--- src/cmd_pkg.sv ---
package cmd_pkg;
	// task-file and control register byte addresses
	localparam logic [7:0] OFS_FEAT = 8'h04;
	localparam logic [7:0] OFS_SECCNT = 8'h08;
	localparam logic [7:0] OFS_LBA_LO = 8'h0c;
	localparam logic [7:0] OFS_LBA_MID = 8'h10;
	localparam logic [7:0] OFS_LBA_HI = 8'h14;
	localparam logic [7:0] OFS_DEVHEAD = 8'h18;
	localparam logic [7:0] OFS_CMD = 8'h1c;
	localparam logic [7:0] OFS_IRQ_STAT = 8'h20;
	localparam logic [7:0] OFS_IRQ_MASK = 8'h24;
	localparam logic [7:0] OFS_MAX_LO = 8'h28;
	localparam logic [7:0] OFS_MAX_HI = 8'h2c;
	localparam logic [7:0] OFS_MULT = 8'h30;
	localparam logic [7:0] OFS_IDENT82 = 8'h34;
	// command codes
	localparam logic [7:0] CMD_RD_NATIVE = 8'hf8;
	localparam logic [7:0] CMD_SET_MAX = 8'hf9;
	localparam logic [7:0] CMD_SET_MAX_EXT = 8'h37;
	localparam logic [7:0] CMD_SET_MULT = 8'hc6;
	localparam logic [7:0] CMD_SLEEP_A = 8'he6;
	localparam logic [7:0] CMD_SLEEP_B = 8'h99;
	localparam logic [7:0] CMD_SMART = 8'hb0;
	// max-address subcommands in the features register
	localparam logic [7:0] SUB_SET_ADDR = 8'h00;
	localparam logic [7:0] SUB_SET_PWD = 8'h01;
	localparam logic [7:0] SUB_LOCK = 8'h02;
	localparam logic [7:0] SUB_UNLOCK = 8'h03;
	localparam logic [7:0] SUB_FREEZE = 8'h04;
	// self-monitoring signature
	localparam logic [7:0] SMART_SIG_HI = 8'hc2;
	localparam logic [7:0] SMART_SIG_LO = 8'h4f;
	// field positions
	localparam int LBA_MODE_BIT = 6;
	localparam int DRIVE_SEL_BIT = 4;
	localparam int KEEP_BIT = 0;
	localparam int ST_BUSY_BIT = 7;
	localparam int ST_RDY_BIT = 6;
	localparam int ST_SLEEP_BIT = 5;
	localparam int ST_ERR_BIT = 0;
	localparam int ERR_ABORT_BIT = 2;
	localparam int IRQ_DONE_BIT = 0;
	localparam int IRQ_SLEEP_BIT = 1;
	localparam int IRQ_W = 2;
	localparam logic [15:0] IDENT82_VAL = 16'h0001;
	// idle timer, maximum and block size defaults, execution states
	localparam int unsigned IDLE_TIME_US = 5000;
	localparam int unsigned CLK_MHZ = 40;
	localparam int unsigned IDLE_CYCLES_DEF = IDLE_TIME_US * CLK_MHZ;
	localparam logic [47:0] NATIVE_MAX_DEF = 48'h0000_00ff_ffff;
	localparam int unsigned MAX_BLOCK_DEF = 16;
	typedef enum logic [1:0] {ST_IDLE, ST_EXEC, ST_DONE} exec_state_t;
endpackage

--- src/hpa_multiple_sleep_cmd_decoder.sv ---
// Behaviour
// - F9h loads 28-bit maximum from head nibble and cylinder/sector bytes.
// - sector-count bit 0 keeps the maximum over hardware reset (power-up reset restores the native maximum); else revert.
// - features 01h-04h password, lock, unlock, freeze; others not executed.
// - second nonvolatile max-address after reset is aborted.
// - 37h loads 48-bit maximum from previous and current address writes.
// - C6h with valid nonzero count sets block size and enables multiple.
// - unsupported block count aborts and disables multiple commands.
// - block count zero disables multiple commands.
// - multiple commands are disabled after power-on.
// - E6h/99h set busy, enter sleep, clear busy, raise interrupt.
// - any command written while asleep wakes and executes.
// - idle timer of 5 ms puts the device to sleep.
// - identify word 82 bit 0 reports self-monitoring support.
//
// The address map and the APB register port were decided locally.
`timescale 1ns/100ps
`default_nettype none
module hpa_multiple_sleep_cmd_decoder
	import cmd_pkg::*;
#(
	parameter int unsigned IDLE_CYCLES = cmd_pkg::IDLE_CYCLES_DEF,
	parameter int unsigned MAX_BLOCK = cmd_pkg::MAX_BLOCK_DEF,
	parameter logic [47:0] NATIVE_MAX = cmd_pkg::NATIVE_MAX_DEF
) (
	input wire logic pclk, // clock, 40 MHz
	input wire logic presetn, // power-up reset, async, active low
	input wire logic psel, // apb select
	input wire logic penable, // apb access phase
	input wire logic pwrite, // apb direction
	input wire logic [7:0] paddr, // apb byte address
	input wire logic [31:0] pwdata, // apb write data
	output logic pready, // apb ready
	output logic [31:0] prdata, // apb read data
	output logic pslverr, // apb error on unmapped address
	input wire logic hw_reset_pin, // hardware reset request, async pin
	output logic irq, // level interrupt
	output logic sleep_active // device asleep
);
	import cmd_pkg::*;

	logic [7:0] feat_q, seccnt_q, lba_lo_q, lba_mid_q, lba_hi_q, devhead_q;
	logic [7:0] seccnt_p_q, lba_lo_p_q, lba_mid_p_q, lba_hi_p_q;
	logic [7:0] cmd_q;
	logic [IRQ_W-1:0] ist_q, imask_q;
	logic [47:0] max_q, nv_max_q, new_max_c;
	logic [15:0] pwd_q;
	logic [7:0] mult_cnt_q;
	logic mult_en_q, rnm_ok_q, nv_done_q, lock_q, frozen_q;
	logic err_q, sleep_q, abort_c, mult_ok_c, is_setmax_c;
	logic hr_s1_q, hr_s2_q, hr_s3_q, hr_f_q, hrst_ev_q;
	logic timer_exp, acc, wr_acc, cmd_wr;
	logic [31:0] rd_c;
	logic map_c;
	exec_state_t state_q;

	// block count register is eight bits wide
	if (MAX_BLOCK < 1 || MAX_BLOCK > 128)
	begin : g_bad_block
		$error("MAX_BLOCK must be 1..128");
	end

	////////////////////////////////////////////////////////////////////
	// apb slave
	assign acc = psel && penable && pready;
	assign wr_acc = acc && pwrite;
	assign cmd_wr = wr_acc && paddr == OFS_CMD && state_q == ST_IDLE;

	always_comb
	begin
		rd_c = '0;
		map_c = 1'b1;
		unique case (paddr)
			OFS_FEAT: rd_c = {24'h0, 5'h0, err_q, 2'h0};
			OFS_SECCNT: rd_c = {24'h0, seccnt_q};
			OFS_LBA_LO: rd_c = {24'h0, lba_lo_q};
			OFS_LBA_MID: rd_c = {24'h0, lba_mid_q};
			OFS_LBA_HI: rd_c = {24'h0, lba_hi_q};
			OFS_DEVHEAD: rd_c = {24'h0, devhead_q};
			OFS_CMD: rd_c = {24'h0, state_q != ST_IDLE, !sleep_q,
				sleep_q, 4'h0, err_q};
			OFS_IRQ_STAT: rd_c = {{(32-IRQ_W){1'b0}}, ist_q};
			OFS_IRQ_MASK: rd_c = {{(32-IRQ_W){1'b0}}, imask_q};
			OFS_MAX_LO: rd_c = max_q[31:0];
			OFS_MAX_HI: rd_c = {16'h0, max_q[47:32]};
			OFS_MULT: rd_c = {23'h0, mult_en_q, mult_cnt_q};
			OFS_IDENT82: rd_c = {16'h0, IDENT82_VAL};
			default: map_c = 1'b0;
		endcase
	end

	always_ff @(posedge pclk or negedge presetn)
	begin
		if (!presetn)
		begin
			pready <= 1'b0;
			prdata <= '0;
			pslverr <= 1'b0;
		end
		else
		begin
			pready <= psel && penable && !pready;
			if (psel && penable && !pready)
			begin
				prdata <= pwrite ? 32'h0 : rd_c;
				pslverr <= !map_c;
			end
			else
				pslverr <= 1'b0;
		end
	end

	////////////////////////////////////////////////////////////////////
	// task file, count and address registers two-deep for 48-bit addressing; ignored while busy
	always_ff @(posedge pclk or negedge presetn)
	begin
		if (!presetn)
		begin
			feat_q <= '0;
			seccnt_q <= '0;
			lba_lo_q <= '0;
			lba_mid_q <= '0;
			lba_hi_q <= '0;
			devhead_q <= '0;
			seccnt_p_q <= '0;
			lba_lo_p_q <= '0;
			lba_mid_p_q <= '0;
			lba_hi_p_q <= '0;
			cmd_q <= '0;
		end
		else if (wr_acc && state_q == ST_IDLE)
		begin
			unique case (paddr)
				OFS_FEAT: feat_q <= pwdata[7:0];
				OFS_SECCNT:
				begin
					seccnt_p_q <= seccnt_q;
					seccnt_q <= pwdata[7:0];
				end
				OFS_LBA_LO:
				begin
					lba_lo_p_q <= lba_lo_q;
					lba_lo_q <= pwdata[7:0];
				end
				OFS_LBA_MID:
				begin
					lba_mid_p_q <= lba_mid_q;
					lba_mid_q <= pwdata[7:0];
				end
				OFS_LBA_HI:
				begin
					lba_hi_p_q <= lba_hi_q;
					lba_hi_q <= pwdata[7:0];
				end
				OFS_DEVHEAD: devhead_q <= pwdata[7:0];
				OFS_CMD: cmd_q <= pwdata[7:0];
				default: ;
			endcase
		end
	end

	////////////////////////////////////////////////////////////////////
	// hardware reset pin: three stages, change taken once the second and third stages agree
	always_ff @(posedge pclk or negedge presetn)
	begin
		if (!presetn)
		begin
			hr_s1_q <= 1'b0;
			hr_s2_q <= 1'b0;
			hr_s3_q <= 1'b0;
			hr_f_q <= 1'b0;
			hrst_ev_q <= 1'b0;
		end
		else
		begin
			hr_s1_q <= hw_reset_pin;
			hr_s2_q <= hr_s1_q;
			hr_s3_q <= hr_s2_q;
			if (hr_s2_q == hr_s3_q)
				hr_f_q <= hr_s3_q;
			hrst_ev_q <= hr_s2_q == hr_s3_q && hr_s3_q && !hr_f_q;
		end
	end

	////////////////////////////////////////////////////////////////////
	// command decode
	always_comb
	begin
		abort_c = 1'b0;
		is_setmax_c = cmd_q == CMD_SET_MAX || cmd_q == CMD_SET_MAX_EXT;
		mult_ok_c = ((seccnt_q & (seccnt_q - 8'h01)) == 8'h00) &&
			32'(seccnt_q) <= MAX_BLOCK;
		if (cmd_q == CMD_SET_MAX)
			new_max_c = {20'h0, devhead_q[3:0], lba_hi_q, lba_mid_q,
				lba_lo_q};
		else
			new_max_c = {lba_hi_p_q, lba_mid_p_q, lba_lo_p_q, lba_hi_q,
				lba_mid_q, lba_lo_q};
		unique case (cmd_q)
			CMD_RD_NATIVE: abort_c = 1'b0;
			CMD_SET_MAX, CMD_SET_MAX_EXT:
			begin
				if (!rnm_ok_q || !devhead_q[LBA_MODE_BIT])
					abort_c = 1'b1;
				else if (cmd_q == CMD_SET_MAX_EXT ||
					feat_q == SUB_SET_ADDR)
					abort_c = lock_q || frozen_q ||
						(seccnt_q[KEEP_BIT] && nv_done_q);
				else
				begin
					unique case (feat_q)
						SUB_SET_PWD: abort_c = lock_q || frozen_q;
						SUB_LOCK: abort_c = frozen_q;
						SUB_UNLOCK: abort_c = frozen_q ||
							pwd_q != {lba_mid_q, lba_lo_q};
						SUB_FREEZE: abort_c = 1'b0;
						default: abort_c = 1'b1;
					endcase
				end
			end
			CMD_SET_MULT: abort_c = seccnt_q != 8'h00 && !mult_ok_c;
			CMD_SLEEP_A, CMD_SLEEP_B: abort_c = 1'b0;
			CMD_SMART: abort_c = lba_hi_q != SMART_SIG_HI ||
				lba_mid_q != SMART_SIG_LO;
			default: abort_c = 1'b1;
		endcase
	end

	always_ff @(posedge pclk or negedge presetn)
	begin
		if (!presetn)
			state_q <= ST_IDLE;
		else
		begin
			unique case (state_q)
				ST_IDLE: if (cmd_wr) state_q <= ST_EXEC;
				ST_EXEC: state_q <= ST_DONE;
				ST_DONE: state_q <= ST_IDLE;
			endcase
		end
	end

	////////////////////////////////////////////////////////////////////
	// execution: maximum address, locks, block count, sleep
	always_ff @(posedge pclk or negedge presetn)
	begin
		if (!presetn)
		begin
			max_q <= NATIVE_MAX;
			nv_max_q <= NATIVE_MAX;
			nv_done_q <= 1'b0;
			rnm_ok_q <= 1'b0;
			lock_q <= 1'b0;
			frozen_q <= 1'b0;
			pwd_q <= '0;
			mult_en_q <= 1'b0;
			mult_cnt_q <= '0;
			err_q <= 1'b0;
			sleep_q <= 1'b0;
		end
		else if (hrst_ev_q)
		begin
			max_q <= nv_max_q;
			nv_done_q <= 1'b0;
			rnm_ok_q <= 1'b0;
			lock_q <= 1'b0;
			frozen_q <= 1'b0;
			mult_en_q <= 1'b0;
			err_q <= 1'b0;
			sleep_q <= 1'b0;
		end
		else if (cmd_wr)
		begin
			sleep_q <= 1'b0;
			err_q <= 1'b0;
		end
		else if (state_q == ST_EXEC)
		begin
			err_q <= abort_c;
			rnm_ok_q <= cmd_q == CMD_RD_NATIVE;
			if (!abort_c)
			begin
				unique case (cmd_q)
					CMD_SET_MAX, CMD_SET_MAX_EXT:
					begin
						if (cmd_q == CMD_SET_MAX_EXT ||
							feat_q == SUB_SET_ADDR)
						begin
							max_q <= new_max_c;
							if (seccnt_q[KEEP_BIT])
							begin
								nv_max_q <= new_max_c;
								nv_done_q <= 1'b1;
							end
						end
						else if (feat_q == SUB_SET_PWD)
							pwd_q <= {lba_mid_q, lba_lo_q};
						else if (feat_q == SUB_LOCK)
							lock_q <= 1'b1;
						else if (feat_q == SUB_UNLOCK)
							lock_q <= 1'b0;
						else
							frozen_q <= 1'b1;
					end
					CMD_SET_MULT:
					begin
						mult_en_q <= seccnt_q != 8'h00;
						mult_cnt_q <= seccnt_q;
					end
					CMD_SLEEP_A, CMD_SLEEP_B: sleep_q <= 1'b1;
					default: ;
				endcase
			end
			else if (cmd_q == CMD_SET_MULT)
				mult_en_q <= 1'b0;
		end
		else if (timer_exp && state_q == ST_IDLE)
			sleep_q <= 1'b1;
	end

	idle_timer #(
		.CYCLES(IDLE_CYCLES)
	) u_idle_timer (
		.pclk(pclk),
		.presetn(presetn),
		.restart(state_q != ST_IDLE || sleep_q || cmd_wr),
		.expire(timer_exp)
	);

	////////////////////////////////////////////////////////////////////
	// interrupts: set wins over write-one-to-clear
	always_ff @(posedge pclk or negedge presetn)
	begin
		if (!presetn)
		begin
			ist_q <= '0;
			imask_q <= '0;
			irq <= 1'b0;
			sleep_active <= 1'b0;
		end
		else
		begin
			if (wr_acc && paddr == OFS_IRQ_MASK)
				imask_q <= pwdata[IRQ_W-1:0];
			ist_q[IRQ_DONE_BIT] <= (state_q == ST_DONE) ||
				(ist_q[IRQ_DONE_BIT] && !(wr_acc &&
				paddr == OFS_IRQ_STAT && pwdata[IRQ_DONE_BIT]));
			ist_q[IRQ_SLEEP_BIT] <= (timer_exp && state_q == ST_IDLE &&
				!sleep_q && !cmd_wr) || (ist_q[IRQ_SLEEP_BIT] &&
				!(wr_acc && paddr == OFS_IRQ_STAT &&
				pwdata[IRQ_SLEEP_BIT]));
			irq <= |(ist_q & imask_q);
			sleep_active <= sleep_q;
		end
	end

	////////////////////////////////////////////////////////////////////
	// checks
	AST_SLEEP_ORDER: assert property (@(posedge pclk) disable iff (!presetn)
		state_q == ST_EXEC && !hrst_ev_q && (cmd_q == CMD_SLEEP_A ||
		cmd_q == CMD_SLEEP_B) |=> sleep_q && state_q == ST_DONE ##1
		state_q == ST_IDLE && ist_q[IRQ_DONE_BIT])
		else $error("sleep command sequence wrong");
	AST_WAKE: assert property (@(posedge pclk) disable iff (!presetn)
		cmd_wr && sleep_q && !hrst_ev_q |=> !sleep_q &&
		state_q == ST_EXEC)
		else $error("command did not wake device");
	AST_IDLE_SLEEP: assert property (@(posedge pclk) disable iff (!presetn)
		timer_exp && state_q == ST_IDLE && !cmd_wr && !hrst_ev_q
		|=> sleep_q)
		else $error("idle expiry did not sleep");
	AST_MULT_OK: assert property (@(posedge pclk) disable iff (!presetn)
		state_q == ST_EXEC && !hrst_ev_q && cmd_q == CMD_SET_MULT &&
		seccnt_q != 8'h00 && mult_ok_c |=> mult_en_q && !err_q &&
		mult_cnt_q == $past(seccnt_q))
		else $error("block count not taken");
	AST_MULT_BAD: assert property (@(posedge pclk) disable iff (!presetn)
		state_q == ST_EXEC && !hrst_ev_q && cmd_q == CMD_SET_MULT &&
		!mult_ok_c |=> !mult_en_q && err_q)
		else $error("unsupported block count not aborted");
	AST_MULT_ZERO: assert property (@(posedge pclk) disable iff (!presetn)
		state_q == ST_EXEC && !hrst_ev_q && cmd_q == CMD_SET_MULT &&
		seccnt_q == 8'h00 |=> !mult_en_q && !err_q)
		else $error("zero count did not disable");
	AST_MAX28: assert property (@(posedge pclk) disable iff (!presetn)
		state_q == ST_EXEC && !hrst_ev_q && cmd_q == CMD_SET_MAX &&
		!abort_c && feat_q == SUB_SET_ADDR |=> max_q ==
		{20'h0, $past(devhead_q[3:0]), $past(lba_hi_q),
		$past(lba_mid_q), $past(lba_lo_q)})
		else $error("28-bit maximum wrong");
	AST_MAX48: assert property (@(posedge pclk) disable iff (!presetn)
		state_q == ST_EXEC && !hrst_ev_q && cmd_q == CMD_SET_MAX_EXT &&
		!abort_c |=> max_q[47:24] == {$past(lba_hi_p_q),
		$past(lba_mid_p_q), $past(lba_lo_p_q)})
		else $error("48-bit maximum high part wrong");
	AST_NO_RNM: assert property (@(posedge pclk) disable iff (!presetn)
		state_q == ST_EXEC && !hrst_ev_q && is_setmax_c && !rnm_ok_q
		|=> err_q && $stable(max_q))
		else $error("max address without read-native not aborted");
	AST_NV_ONCE: assert property (@(posedge pclk) disable iff (!presetn)
		state_q == ST_EXEC && !hrst_ev_q && cmd_q == CMD_SET_MAX_EXT &&
		nv_done_q && seccnt_q[KEEP_BIT] |=> err_q)
		else $error("second nonvolatile setting accepted");
	AST_HRST: assert property (@(posedge pclk) disable iff (!presetn)
		hrst_ev_q |=> max_q == $past(nv_max_q) && !mult_en_q)
		else $error("reset did not restore maximum");
	AST_FEAT_RSV: assert property (@(posedge pclk) disable iff (!presetn)
		state_q == ST_EXEC && !hrst_ev_q && cmd_q == CMD_SET_MAX &&
		feat_q > SUB_FREEZE |=> err_q)
		else $error("reserved subcommand not aborted");
	AST_SMART: assert property (@(posedge pclk) disable iff (!presetn)
		state_q == ST_EXEC && !hrst_ev_q && cmd_q == CMD_SMART
		|=> err_q == $past(lba_hi_q != SMART_SIG_HI ||
		lba_mid_q != SMART_SIG_LO))
		else $error("signature check wrong");
endmodule
`default_nettype wire

--- src/idle_timer.sv ---
`timescale 1ns/100ps
`default_nettype none
module idle_timer #(
	parameter int unsigned CYCLES = 200000
) (
	input wire logic pclk, // clock
	input wire logic presetn, // async reset, active low
	input wire logic restart, // hold the count at zero
	output logic expire // one-cycle pulse when the period ends
);
	localparam int W = $clog2(CYCLES + 1);
	localparam logic [W-1:0] LAST = W'(CYCLES - 1);

	logic [W-1:0] cnt_q;

	if (CYCLES < 2)
	begin : g_bad_cycles
		$error("idle_timer: CYCLES must be at least 2");
	end

	always_ff @(posedge pclk or negedge presetn)
	begin
		if (!presetn)
			cnt_q <= '0;
		else if (restart)
			cnt_q <= '0;
		else if (cnt_q == LAST)
			cnt_q <= '0;
		else
			cnt_q <= cnt_q + W'(1);
	end

	always_ff @(posedge pclk or negedge presetn)
	begin
		if (!presetn)
			expire <= 1'b0;
		else
			expire <= !restart && (cnt_q == LAST);
	end
endmodule
`default_nettype wire
--- config.mk ---
export PLATFORM = sky130hd
export DESIGN_NAME = hpa_multiple_sleep_cmd_decoder
export DESIGN_NICKNAME = d
export VERILOG_FILES = /design/src/cmd_pkg.sv /design/src/hpa_multiple_sleep_cmd_decoder.sv /design/src/idle_timer.sv
export SDC_FILE = /design/constraint.sdc
export NUM_CORES = 1
export LEC_CHECK = 0
export ABC_AREA = 1
export BUFFER_PORTS_ARGS = -buffer_cell sky130_fd_sc_hd__buf_2
export CORE_ASPECT_RATIO = 1.4
export CORE_MARGIN = 2
export CORE_UTILIZATION = 30
export CTS_BUF_LIST = sky130_fd_sc_hd__clkbuf_8
export CTS_CLUSTER_DIAMETER = 80
export DETAILED_ROUTE_END_ITERATION = 16
export GPL_ROUTABILITY_DRIVEN = 0
export GPL_TIMING_DRIVEN = 0
export PLACE_DENSITY = 0.52
export SYNTH_ARGS = -nofsm -noshare
export SYNTH_HDL_FRONTEND = slang
export SYNTH_HIERARCHICAL = 1
export SYNTH_SLANG_ARGS = --single-unit
--- constraint.sdc ---
create_clock -name pclk -period 2.4 [get_ports pclk]
set_input_delay 0 -clock pclk [delete_from_list [all_inputs] [get_ports pclk]]
set_output_delay 0 -clock pclk [all_outputs]
set_load 0.1 [all_outputs]
# ---- Yosys cells after proc, flatten, opt, wreduce, memory -nomap -nowiden
# Cells that the tools add are included.
dict set report word_totals {
  word_cells 225
  rom_bits 0
  mem_bits_rw 0
  memories 0
  out_inout_bits 36
  inputBits 46
  latchBits 0
  ff_bits 273
}
dict set report op_classes {
  addsub 2
  eq_ne 40
  n_mul 0
  muxes 62
  magnitude_cmp 1
  shifts 0
  div_mod_pow 0
  bitwise_logic 6
  reduce_logical 78
}
# operator count
set ops {}
lappend ops {{$pmux 32 s13} 1}
lappend ops {{$mux 48} 7}
lappend ops {{$eq 8x6->1 const B} 7}
lappend ops {{$eq 8x8->1 const B} 6}
lappend ops {{$mux 1} 47}
lappend ops {{$mux 18} 2}
lappend ops {{$eq 8x5->1 const B} 4}
lappend ops {{$mux 32} 1}
lappend ops {{$logic_and 1x1->1} 22}
lappend ops {{$reduce_and 7->1} 3}
lappend ops {{$add 18x1->18 const B} 1}
lappend ops {{$eq 18x18->1 const B} 1}
lappend ops {{$eq 8x2->1 const B} 2}
lappend ops {{$eq 8x3->1 const B} 2}
lappend ops {{$eq 8x4->1 const B} 2}
lappend ops {{$logic_not 8->1} 2}
lappend ops {{$ne 16x16->1} 1}
lappend ops {{$reduce_and 2->1} 8}
lappend ops {{$reduce_or 13->1} 1}
lappend ops {{$ne 2x2->1 const B} 6}
lappend ops {{$reduce_bool 2->1} 6}
lappend ops {{$logic_not 1->1} 11}
lappend ops {{$logic_or 1x1->1} 10}
lappend ops {{$reduce_and 5->1} 2}
lappend ops {{other kinds (26)} 34}

# ---- Logic depth before layout (Yosys ltp)
# Gate-level depths: netlist (run 1).
dict set report logic_depth {
  depth_word 11
  ltp_mapped 17
  ltp_nobuf 15
}

# ---- By module
# The synthesis (run 1) kept the hierarchy.
# mod area_per_inst_um2 seq_area_each_um2 n_inst cells_per_inst
set by_module_without_submodules {}
lappend by_module_without_submodules {hpa_multiple_sleep_cmd_decoder 11803.8 6416.2 1 1381}
lappend by_module_without_submodules {idle_timer 1028.5 475.5 1 124}

# ---- Least setup slack after synthesis (run 1)
# Ideal clock, no wire load.
dict set report synth_timing {
  path_kind {reg2reg}
  startpoint {register pready}
  endpoint {register max_q[24]}
  synth_period_minus_slack_ns 2.467
  arrival_ns 2.392
  t_required_ns 2.326
  path_slack_ns -0.067
  setup_time_ns 0.074
  n_path_buf 2
  path_stages_with_launch 15
  cell_sequence {dfrtp_1 > nand2_1 > nor2_1 > nand2_1 > inv_1 > nand2_1 > nand2_1 > inv_1 > nor2_1 > nor2_1 > nand2_4 > buf_6 > buf_8 > nand2_2 > o21ai_2}
}
dict set report synth_via {
  elab_chain_cells 6
}
# item line_no
set synth_rtl {}
lappend synth_rtl {{start: declaration} hpa_multiple_sleep_cmd_decoder.sv:33} ;# output logic pready,
lappend synth_rtl {{start signal: assignment} hpa_multiple_sleep_cmd_decoder.sv:102} ;# pready <= psel && penable && !pready;
lappend synth_rtl {{$logic_and 1x1->1} hpa_multiple_sleep_cmd_decoder.sv:65} ;# assign acc = psel && penable && pready;
lappend synth_rtl {{$logic_and 1x1->1} hpa_multiple_sleep_cmd_decoder.sv:66} ;# assign wr_acc = acc && pwrite;
lappend synth_rtl {{$logic_and 1x1->1 (2 in series)} hpa_multiple_sleep_cmd_decoder.sv:67} ;# assign cmd_wr = wr_acc && paddr == OFS_CMD && state_q == ST_IDLE;
lappend synth_rtl {{$ne 2x2->1 (no source line)} --}
lappend synth_rtl {{$reduce_and 5->1 (no source line)} --}
lappend synth_rtl {{end signal: assignment} hpa_multiple_sleep_cmd_decoder.sv:263} ;# max_q <= nv_max_q;
lappend synth_rtl {{end signal: assignment} hpa_multiple_sleep_cmd_decoder.sv:289} ;# max_q <= new_max_c;
lappend synth_rtl {{end: declaration} hpa_multiple_sleep_cmd_decoder.sv:46} ;# logic [47:0] max_q, nv_max_q, new_max_c;
# No other way between the ends.
# A chain may end at the register's enable or synchronous reset.

# ---- Worst setup path in the final report (run 1)
dict set report layout_timing {
  startpoint {register state_q[0]}
  endpoint {register mult_cnt_q[1]}
}
dict set report layout_via {
  elab_chain_cells 4
  word_cells_on_any_way 5
  cone_classes {eq/ne (1); bitwise (1); reduce/logical (3)}
}
# item line_no
set layout_rtl {}
lappend layout_rtl {{start: declaration} hpa_multiple_sleep_cmd_decoder.sv:55} ;# exec_state_t state_q;
lappend layout_rtl {{start signal: assignment} hpa_multiple_sleep_cmd_decoder.sv:232} ;# state_q <= ST_IDLE;
lappend layout_rtl {{start signal: assignment} hpa_multiple_sleep_cmd_decoder.sv:236} ;# ST_IDLE: if (cmd_wr) state_q <= ST_EXEC;
lappend layout_rtl {{start signal: assignment} hpa_multiple_sleep_cmd_decoder.sv:237} ;# ST_EXEC: state_q <= ST_DONE;
lappend layout_rtl {{$logic_not 2->1} hpa_multiple_sleep_cmd_decoder.sv:67}
lappend layout_rtl {{$logic_and 1x1->1} hpa_multiple_sleep_cmd_decoder.sv:67}
lappend layout_rtl {{$not 1->1 (no source line)} --}
lappend layout_rtl {{$reduce_and 5->1 (no source line) *} --}
lappend layout_rtl {{end signal: assignment} hpa_multiple_sleep_cmd_decoder.sv:308} ;# mult_cnt_q <= seccnt_q;
lappend layout_rtl {{end: declaration} hpa_multiple_sleep_cmd_decoder.sv:48} ;# logic [7:0] mult_cnt_q;
# Every way passes the cells marked *; elsewhere a longest branch is shown, timed or not.

==> results.yml, run 1 <==
status:
  status: "finished, violations left"
  violations: "negative hold slack"
worst_setup_path:
  critPathMaxFanout: 8
  max_stage_delay_ns: 0.48
  cpMaxStageDelayCell: "nor3_4"
  worstPathArrival_ns: 2.80
  crit_chain: "inv_1 > ha_2 > nand2_1 > inv_4 > nand2_1 > nand2_4 > inv_1 > nand3_1 > nor3_4 > nand2_1 > nand2_1"
  cpMostUsedCell: "nand2_1"
  end_kind: "flop"
  crit_buf_inv: 3
  required_ns: 2.91
  cp_top_family: "simple AND/OR/NAND/NOR gates"
  start_kind: "flop"
  path_class: "flop to flop"
  r2r_slack_ns: 0.10
timing:
  rsz0062_at_grt: "yes"
  fmax_mhz: 435
  hold_ws_ns: -0.00333
  finalHoldViolations: 2
  final_max_slew_viol_count: 0
  worst_slew_pin_slew_ns: 0.768
  setup_slack_ns: 0.104
  fin_crit_ns: 2.30
  setup_viol: 0
  fin_skew_ns: 0.0333
  slew_headroom: 0.483
  timing.final.crit_share: 0.957
synthesis:
  ys_warn_count: 6
  synthesis.area_um2: 12800
  synth_most_common_cell: "nand2_1"
  netlist-cell-type-count: 44
  synth_flop_cell: "dfrtp_1"
  yosysTopAreaCell: "dfrtp_1"
  yosysSeqAreaShare: 0.537
  yosys.area_share.adder: 0.00488
  yosys_register_bits: 273
  synth_edf_count: 0
  synth_commonest_cells: "nand2_1 (470), dfrtp_1 (225), o21ai_0 (193), inv_1 (125), nor2_1 (98)"
  synth_top_area_frac: 0.439
  async_reset_ff_frac: 1.00
  synth_top_family_by_area: "simple AND/OR/NAND/NOR gates"
  synth_compound_area_frac: 0.145
  syn_nets: 1556
  syn_area_per_cell_um2: 8.53
  synthMuxAreaShare: 0.00322
  synth_simple_gate_area_share: 0.240
  synth_area_leaders: "dfrtp_1 (44%), nand2_1 (14%), dfstp_2 (9.8%), o21ai_0 (7.5%), inv_1 (3.7%)"
  synth_cells: 1505
  synth-xor-area-share: 0.00819
final_layout:
  drive_above_1_share: 0.225
  fin_cells: 2221
  post-route-util: 0.362
  design_area_um2: 15300
  nNetsFinal: 1689
  fillers: 4410
  area_growth_syn_to_layout_pct: 19.1
grt:
  grt_max_degree: 96
  grt_pass1_wl_mm: 59.2
  track_usage: 0.172
  gr-total-overflow: 0
  grt_pass1_vias: 10462
  antenna_found_initial: 1
route:
  ant_nets: 0
  via_per_inst: 4.77
  vias: 10598
  drt_pass1_iterations: 5
  avgRoutedWirePerCell_um: 16.9
  routed_wl_mm: 37.6
  route.detailed.drc: 0
  drt_iter0_drc: 541
power_and_ir_drop:
  p_leak_uw: 0.00712
  powerDensity_nw_per_um2: 658
  peakVddDrop_mv: 0.376
placed_design:
  place_ws_ns: -0.277
  dp_cells: 2110
  io_buffers: 57
  dp_hpwl_mm: 27.4
  post_dp_cell_area_um2: 13900
clock_network:
  numCtsBuffers: 45
  cts_sinks: 273
  clockBufferDepth: 3
  clock_latency_ns: 0.59
  clk_pin_slew_ns: 0.06
  cts_root_buf: "clkbuf_8"
  htree_levels: 2
  cts_tree: "built"
job:
  drv_cap: 0
floorplanning:
  die_area_um2: 44500
  die_x_um: 179
  initial_core_util: 0.304
  num_io_pins: 82
  die_h_um: 249
  rows: 89
  core_um2: 42200
hold_path:
  hp-class: "input port to flop"
## path summary, 6_finish.rpt
| check | startpoint | endpoint | cells after the start |
|---|---|---|---|
| setup / recovery | state_q[0] | mult_cnt_q[1] | 11 |
| hold / removal | pwdata[0] | devhead_q[0] | 3 |
| setup reg to reg | state_q[0] | mult_cnt_q[1] | 11 |
| hold reg to reg | hr_s1_q | hr_s2_q | 0 |
| max in group asynchronous | presetn | max_q[0] | 4 |
| min in group asynchronous | presetn | nv_max_q[41] | 2 |
## flip-flops by register name (all words and copies together), names as in the netlist, 16 cells and up
register	cells
pwd_q	16
u_idle_timer/cnt_q	18
prdata	32
max_q	48
nv_max_q	48
## layout by cell type, fill, tap and decap left out, types with 4 or more instances in the layout
cell type	netlist	layout
nor4_1	5	5
ha_1	5	4
clkbuf_1	39	34
a32o_1	16	16
nor2_1	98	89
a22o_1	8	8
xor2_1	5	5
o21ai_2	40	40
buf_8	4	6
dfrtp_1	225	219
dfrtp_2	0	6
o22ai_1	14	14
inv_1	125	122
clkbuf_2	0	4
buf_4	5	16
dlygate4sd3_1	0	16
nand3_2	4	4
clkinv_2	0	9
o21ai_1	4	5
a21oi_1	22	22
dfstp_2	48	48
buf_2	9	61
xnor2_1	7	7
inv_2	2	13
o21ai_0	193	192
a221oi_1	4	4
nor2_4	7	9
nor2_2	7	14
nand2_1	470	460
clkbuf_8	0	61
nand2_2	47	56
nand4_1	11	11
nor3_1	9	6
nand3_1	46	45
## area by class of cell
type                       instances  area (um2)  share of cell area
sequential                       273        6900               0.451
antenna                            1        2.50            0.000164
inverter                         128         488              0.0319
timing repair buffer              87         631              0.0413
buffer                            60         347              0.0227
clock buffer                      61         840              0.0549
clock inverter                    22         125             0.00818
tap                              546         683              0.0447
multi-input combinational       1043        5270               0.345
## report_power, final
group / switching (uW) / internal (uW)
registers: 102 / 4770
logic: 614 / 252
clock network: 1950 / 2380
total: 2660 / 7400
## worst register-to-register path: stages (launching register included)
cell,delay (ns)
dfrtp_1,0.38
inv_1,0.08
ha_2,0.22
nand2_1,0.12
inv_4,0.07
nand2_1,0.17
nand2_4,0.10
inv_1,0.10
nand3_1,0.26
nor3_4,0.48
nand2_1,0.15
nand2_1,0.09
## repair_timing
action / 4_1_cts / 5_1_grt
buffers inserted: 0 / 11
setup endpoints to repair: 125 / 121
gates resized for setup: 19 / 53
hold endpoints to repair: 147 / 0
hold buffers: 16 / 0
cloned: 0 / 1
pin swaps: 0 / 6
## kinds of logic (layout without fill, tap and decap cells)
group,after synthesis,count (layout)
AOI/OAI and AO/OA,308,308
xor gates and xnor gates,12,12
adders and majority gates,5,5
buffers and inverters,189,358
DFF,273,273
muxes,4,4
other,0,1
and+or+nand+nor,714,714
## stage by stage
stage                     TNS [ns]  total power, uW  hold slack [ns]
after floorplan                  0             5440           -0.296
after global placement     -999.10             5760            0.116
after detailed placement    -22.49             5790           0.0993
after CTS                        0            10200          0.00378
after global routing        -0.235            10500           0.0202
final                            0            10100         -0.00333
## per-layer routing
layer | global-route usage | part of all wire | vias up
met4 | 0.0718 | 0.039 | 0
met3 | 0.0234 | 0.041 | 78
met2 | 0.307 | 0.52 | 264
met1 | 0.204 | 0.40 | 5089
li1 | - | - | 5167
met5 | 0 | 0 | -
(Power assumes the default switching activity.)
==> run 2: changes to the inputs <==
--- a/config.mk
+++ b/config.mk
@@ -16,7 +16,10 @@
 export GPL_ROUTABILITY_DRIVEN = 0
 export GPL_TIMING_DRIVEN = 0
 export PLACE_DENSITY = 0.52
+export RECOVER_POWER = 25
+export SETUP_SLACK_MARGIN = 0.05
 export SYNTH_ARGS = -nofsm -noshare
 export SYNTH_HDL_FRONTEND = slang
 export SYNTH_HIERARCHICAL = 1
 export SYNTH_SLANG_ARGS = --single-unit
+export TNS_END_PERCENT = 20
==> results.yml, run 2 (same netlist as run 1, synthesis figures left out) <==
timing:
  slew_headroom: 0.0671
  timing.final.crit_share: 0.956
  hold_ws_ns: -0.0144
  fmax_mhz: 436
  setup_viol: 0
  worst_slew_pin_slew_ns: 1.40
  fin_skew_ns: 0.0325
  finalHoldViolations: 4
  rsz0062_at_grt: "yes"
  final_max_slew_viol_count: 0
  fin_crit_ns: 2.29
power_and_ir_drop:
  p_leak_uw: 0.00725
  intPower_uw: 7400
  p_comb_frac: 0.085
  clock_power_share: 0.431
  powerDensity_nw_per_um2: 649
  peakVddDrop_mv: 0.365
  power_switching_uw: 2670
  p_seq_frac: 0.484
  switching_share: 0.265
clock_network:
  htree_levels: 2
  clock_latency_ns: 0.59
  clk_pin_slew_ns: 0.06
  cts_sinks: 273
  clockBufferDepth: 3
  cts_root_buf: "clkbuf_8"
  numCtsBuffers: 45
  cts_tree: "built"
final_layout:
  fin_cells: 2243
  drive_above_1_share: 0.242
  nNetsFinal: 1711
  post-route-util: 0.367
  final_common_cell: "nand2_1"
  fillers: 4392
  area_growth_syn_to_layout_pct: 20.9
  mostFrequentLayoutCells: "nand2_1 (449), dfrtp_1 (218), o21ai_0 (191), inv_1 (123), nor2_1 (89)"
  largestRegisters: "max_q x48, nv_max_q x48, prdata x32"
status:
  violations: "negative hold slack"
  status: "finished, violations left"
worst_setup_path:
  required_ns: 2.85
  end_kind: "flop"
  critPathMaxFanout: 8
  worstPathArrival_ns: 2.75
  start_kind: "flop"
  path_class: "flop to flop"
placed_design:
  io_buffers: 57
  dp_cells: 2110
  dp_hpwl_mm: 27.4
route:
  routed_wl_mm: 38.1
  avgRoutedWirePerCell_um: 17.0
  ant_nets: 0
  vias: 10688
  drt_iter0_drc: 604
  drt_pass1_iterations: 5
  route.detailed.drc: 0
  via_per_inst: 4.77
grt:
  grt_pass1_vias: 10480
  gr-total-overflow: 0
  grt_pass1_wl_mm: 59.4
  track_usage: 0.173
  antenna_found_initial: 1
  grt_max_degree: 96
floorplanning:
  num_io_pins: 82
  initial_core_util: 0.304
  die_x_um: 179
  rows: 89
  die_h_um: 249
  core_um2: 42200
  die_area_um2: 44500
hold_path:
  hp-class: "input port to flop"
job:
  drv_cap: 0
run 2: layout make-up:
class / instances / area, um2 / area share
clock buffer: 61 / 840 / 0.0541
multi-input combinational: 1043 / 5310 / 0.342
tap: 546 / 683 / 0.0440
clock inverter: 22 / 125 / 0.00807
buffer: 60 / 353 / 0.0227
sequential: 273 / 6900 / 0.445
timing repair buffer: 109 / 818 / 0.0528
antenna: 1 / 2.50 / 0.000161
inverter: 128 / 483 / 0.0311
run 2: metal layers:
| metal | GRT usage | share of wire | wire [um] |
|---|---|---|---|
| met5 | 0 | 0 | 0 |
| met4 | 0.0711 | 0.040 | 1540 |
| met3 | 0.0234 | 0.040 | 1510 |
| met2 | 0.309 | 0.52 | 19700 |
| met1 | 0.205 | 0.40 | 15300 |
run 2: critical path: stages, from the launching register on:
cell	delay (ns)
dfrtp_1	0.41
buf_4	0.13
buf_4	0.09
nand4_1	0.10
nor2_1	0.18
nand3_2	0.16
nand2_1	0.10
nand2_1	0.08
nor2_4	0.17
nand2_4	0.12
nor2_4	0.14
buf_12	0.14
nand2_8	0.07
clkbuf_16	0.19
nand2_2	0.05
nand2_1	0.04
run 2: metrics by stage:
stage	TNS, ns	setup WS [ns]	power, uW	instance area (um2)	hold slack [ns]
floorplan	0	0.207	5440	12800	-0.296
global placement	-999.10	-4.45	5760	13800	0.116
detailed placement	-22.49	-0.277	5790	13900	0.0993
CTS	0	0.00823	10200	15100	0.00378
global route	-0.0176	-0.0117	10500	15500	0.0148
finish	0	0.106	10100	15500	-0.0144
run 2: path summary, 6_finish.rpt:
| check | from | endpoint | slack (ns) | cells after the start |
|---|---|---|---|---|
| setup / recovery | lba_mid_q[0] | pwd_q[6] | 0.11 | 15 |
| hold reg to reg | hr_s1_q | hr_s2_q | 0.35 | 0 |
| min in group asynchronous | presetn | max_q[45] | 0.31 | 2 |
| hold / removal | pwdata[0] | devhead_q[0] | -0.01 | 3 |
| setup reg to reg | lba_mid_q[0] | pwd_q[6] | 0.11 | 15 |
| max in group asynchronous | presetn | max_q[0] | 0.52 | 4 |
run 2: power by group through the flow:
stage	clock (uW)	combinational (uW)	sequential (uW)
2_1_floorplan	0	446	5000
3_3_place_gp	0	817	4940
3_5_place_dp	0	839	4950
4_1_cts	4460	876	4870
5_1_grt	4660	968	4890
6_report	4340	860	4870
run 2: repair_timing:
action                                  4_1_cts  5_1_grt
gates cloned                                  0        2
buffers inserted                              6       26
endpoints found under the setup margin      125      131
hold endpoints to repair                    147        0
pin swaps                                     1       12
hold buffers                                 16        0
resized for setup                            20       66
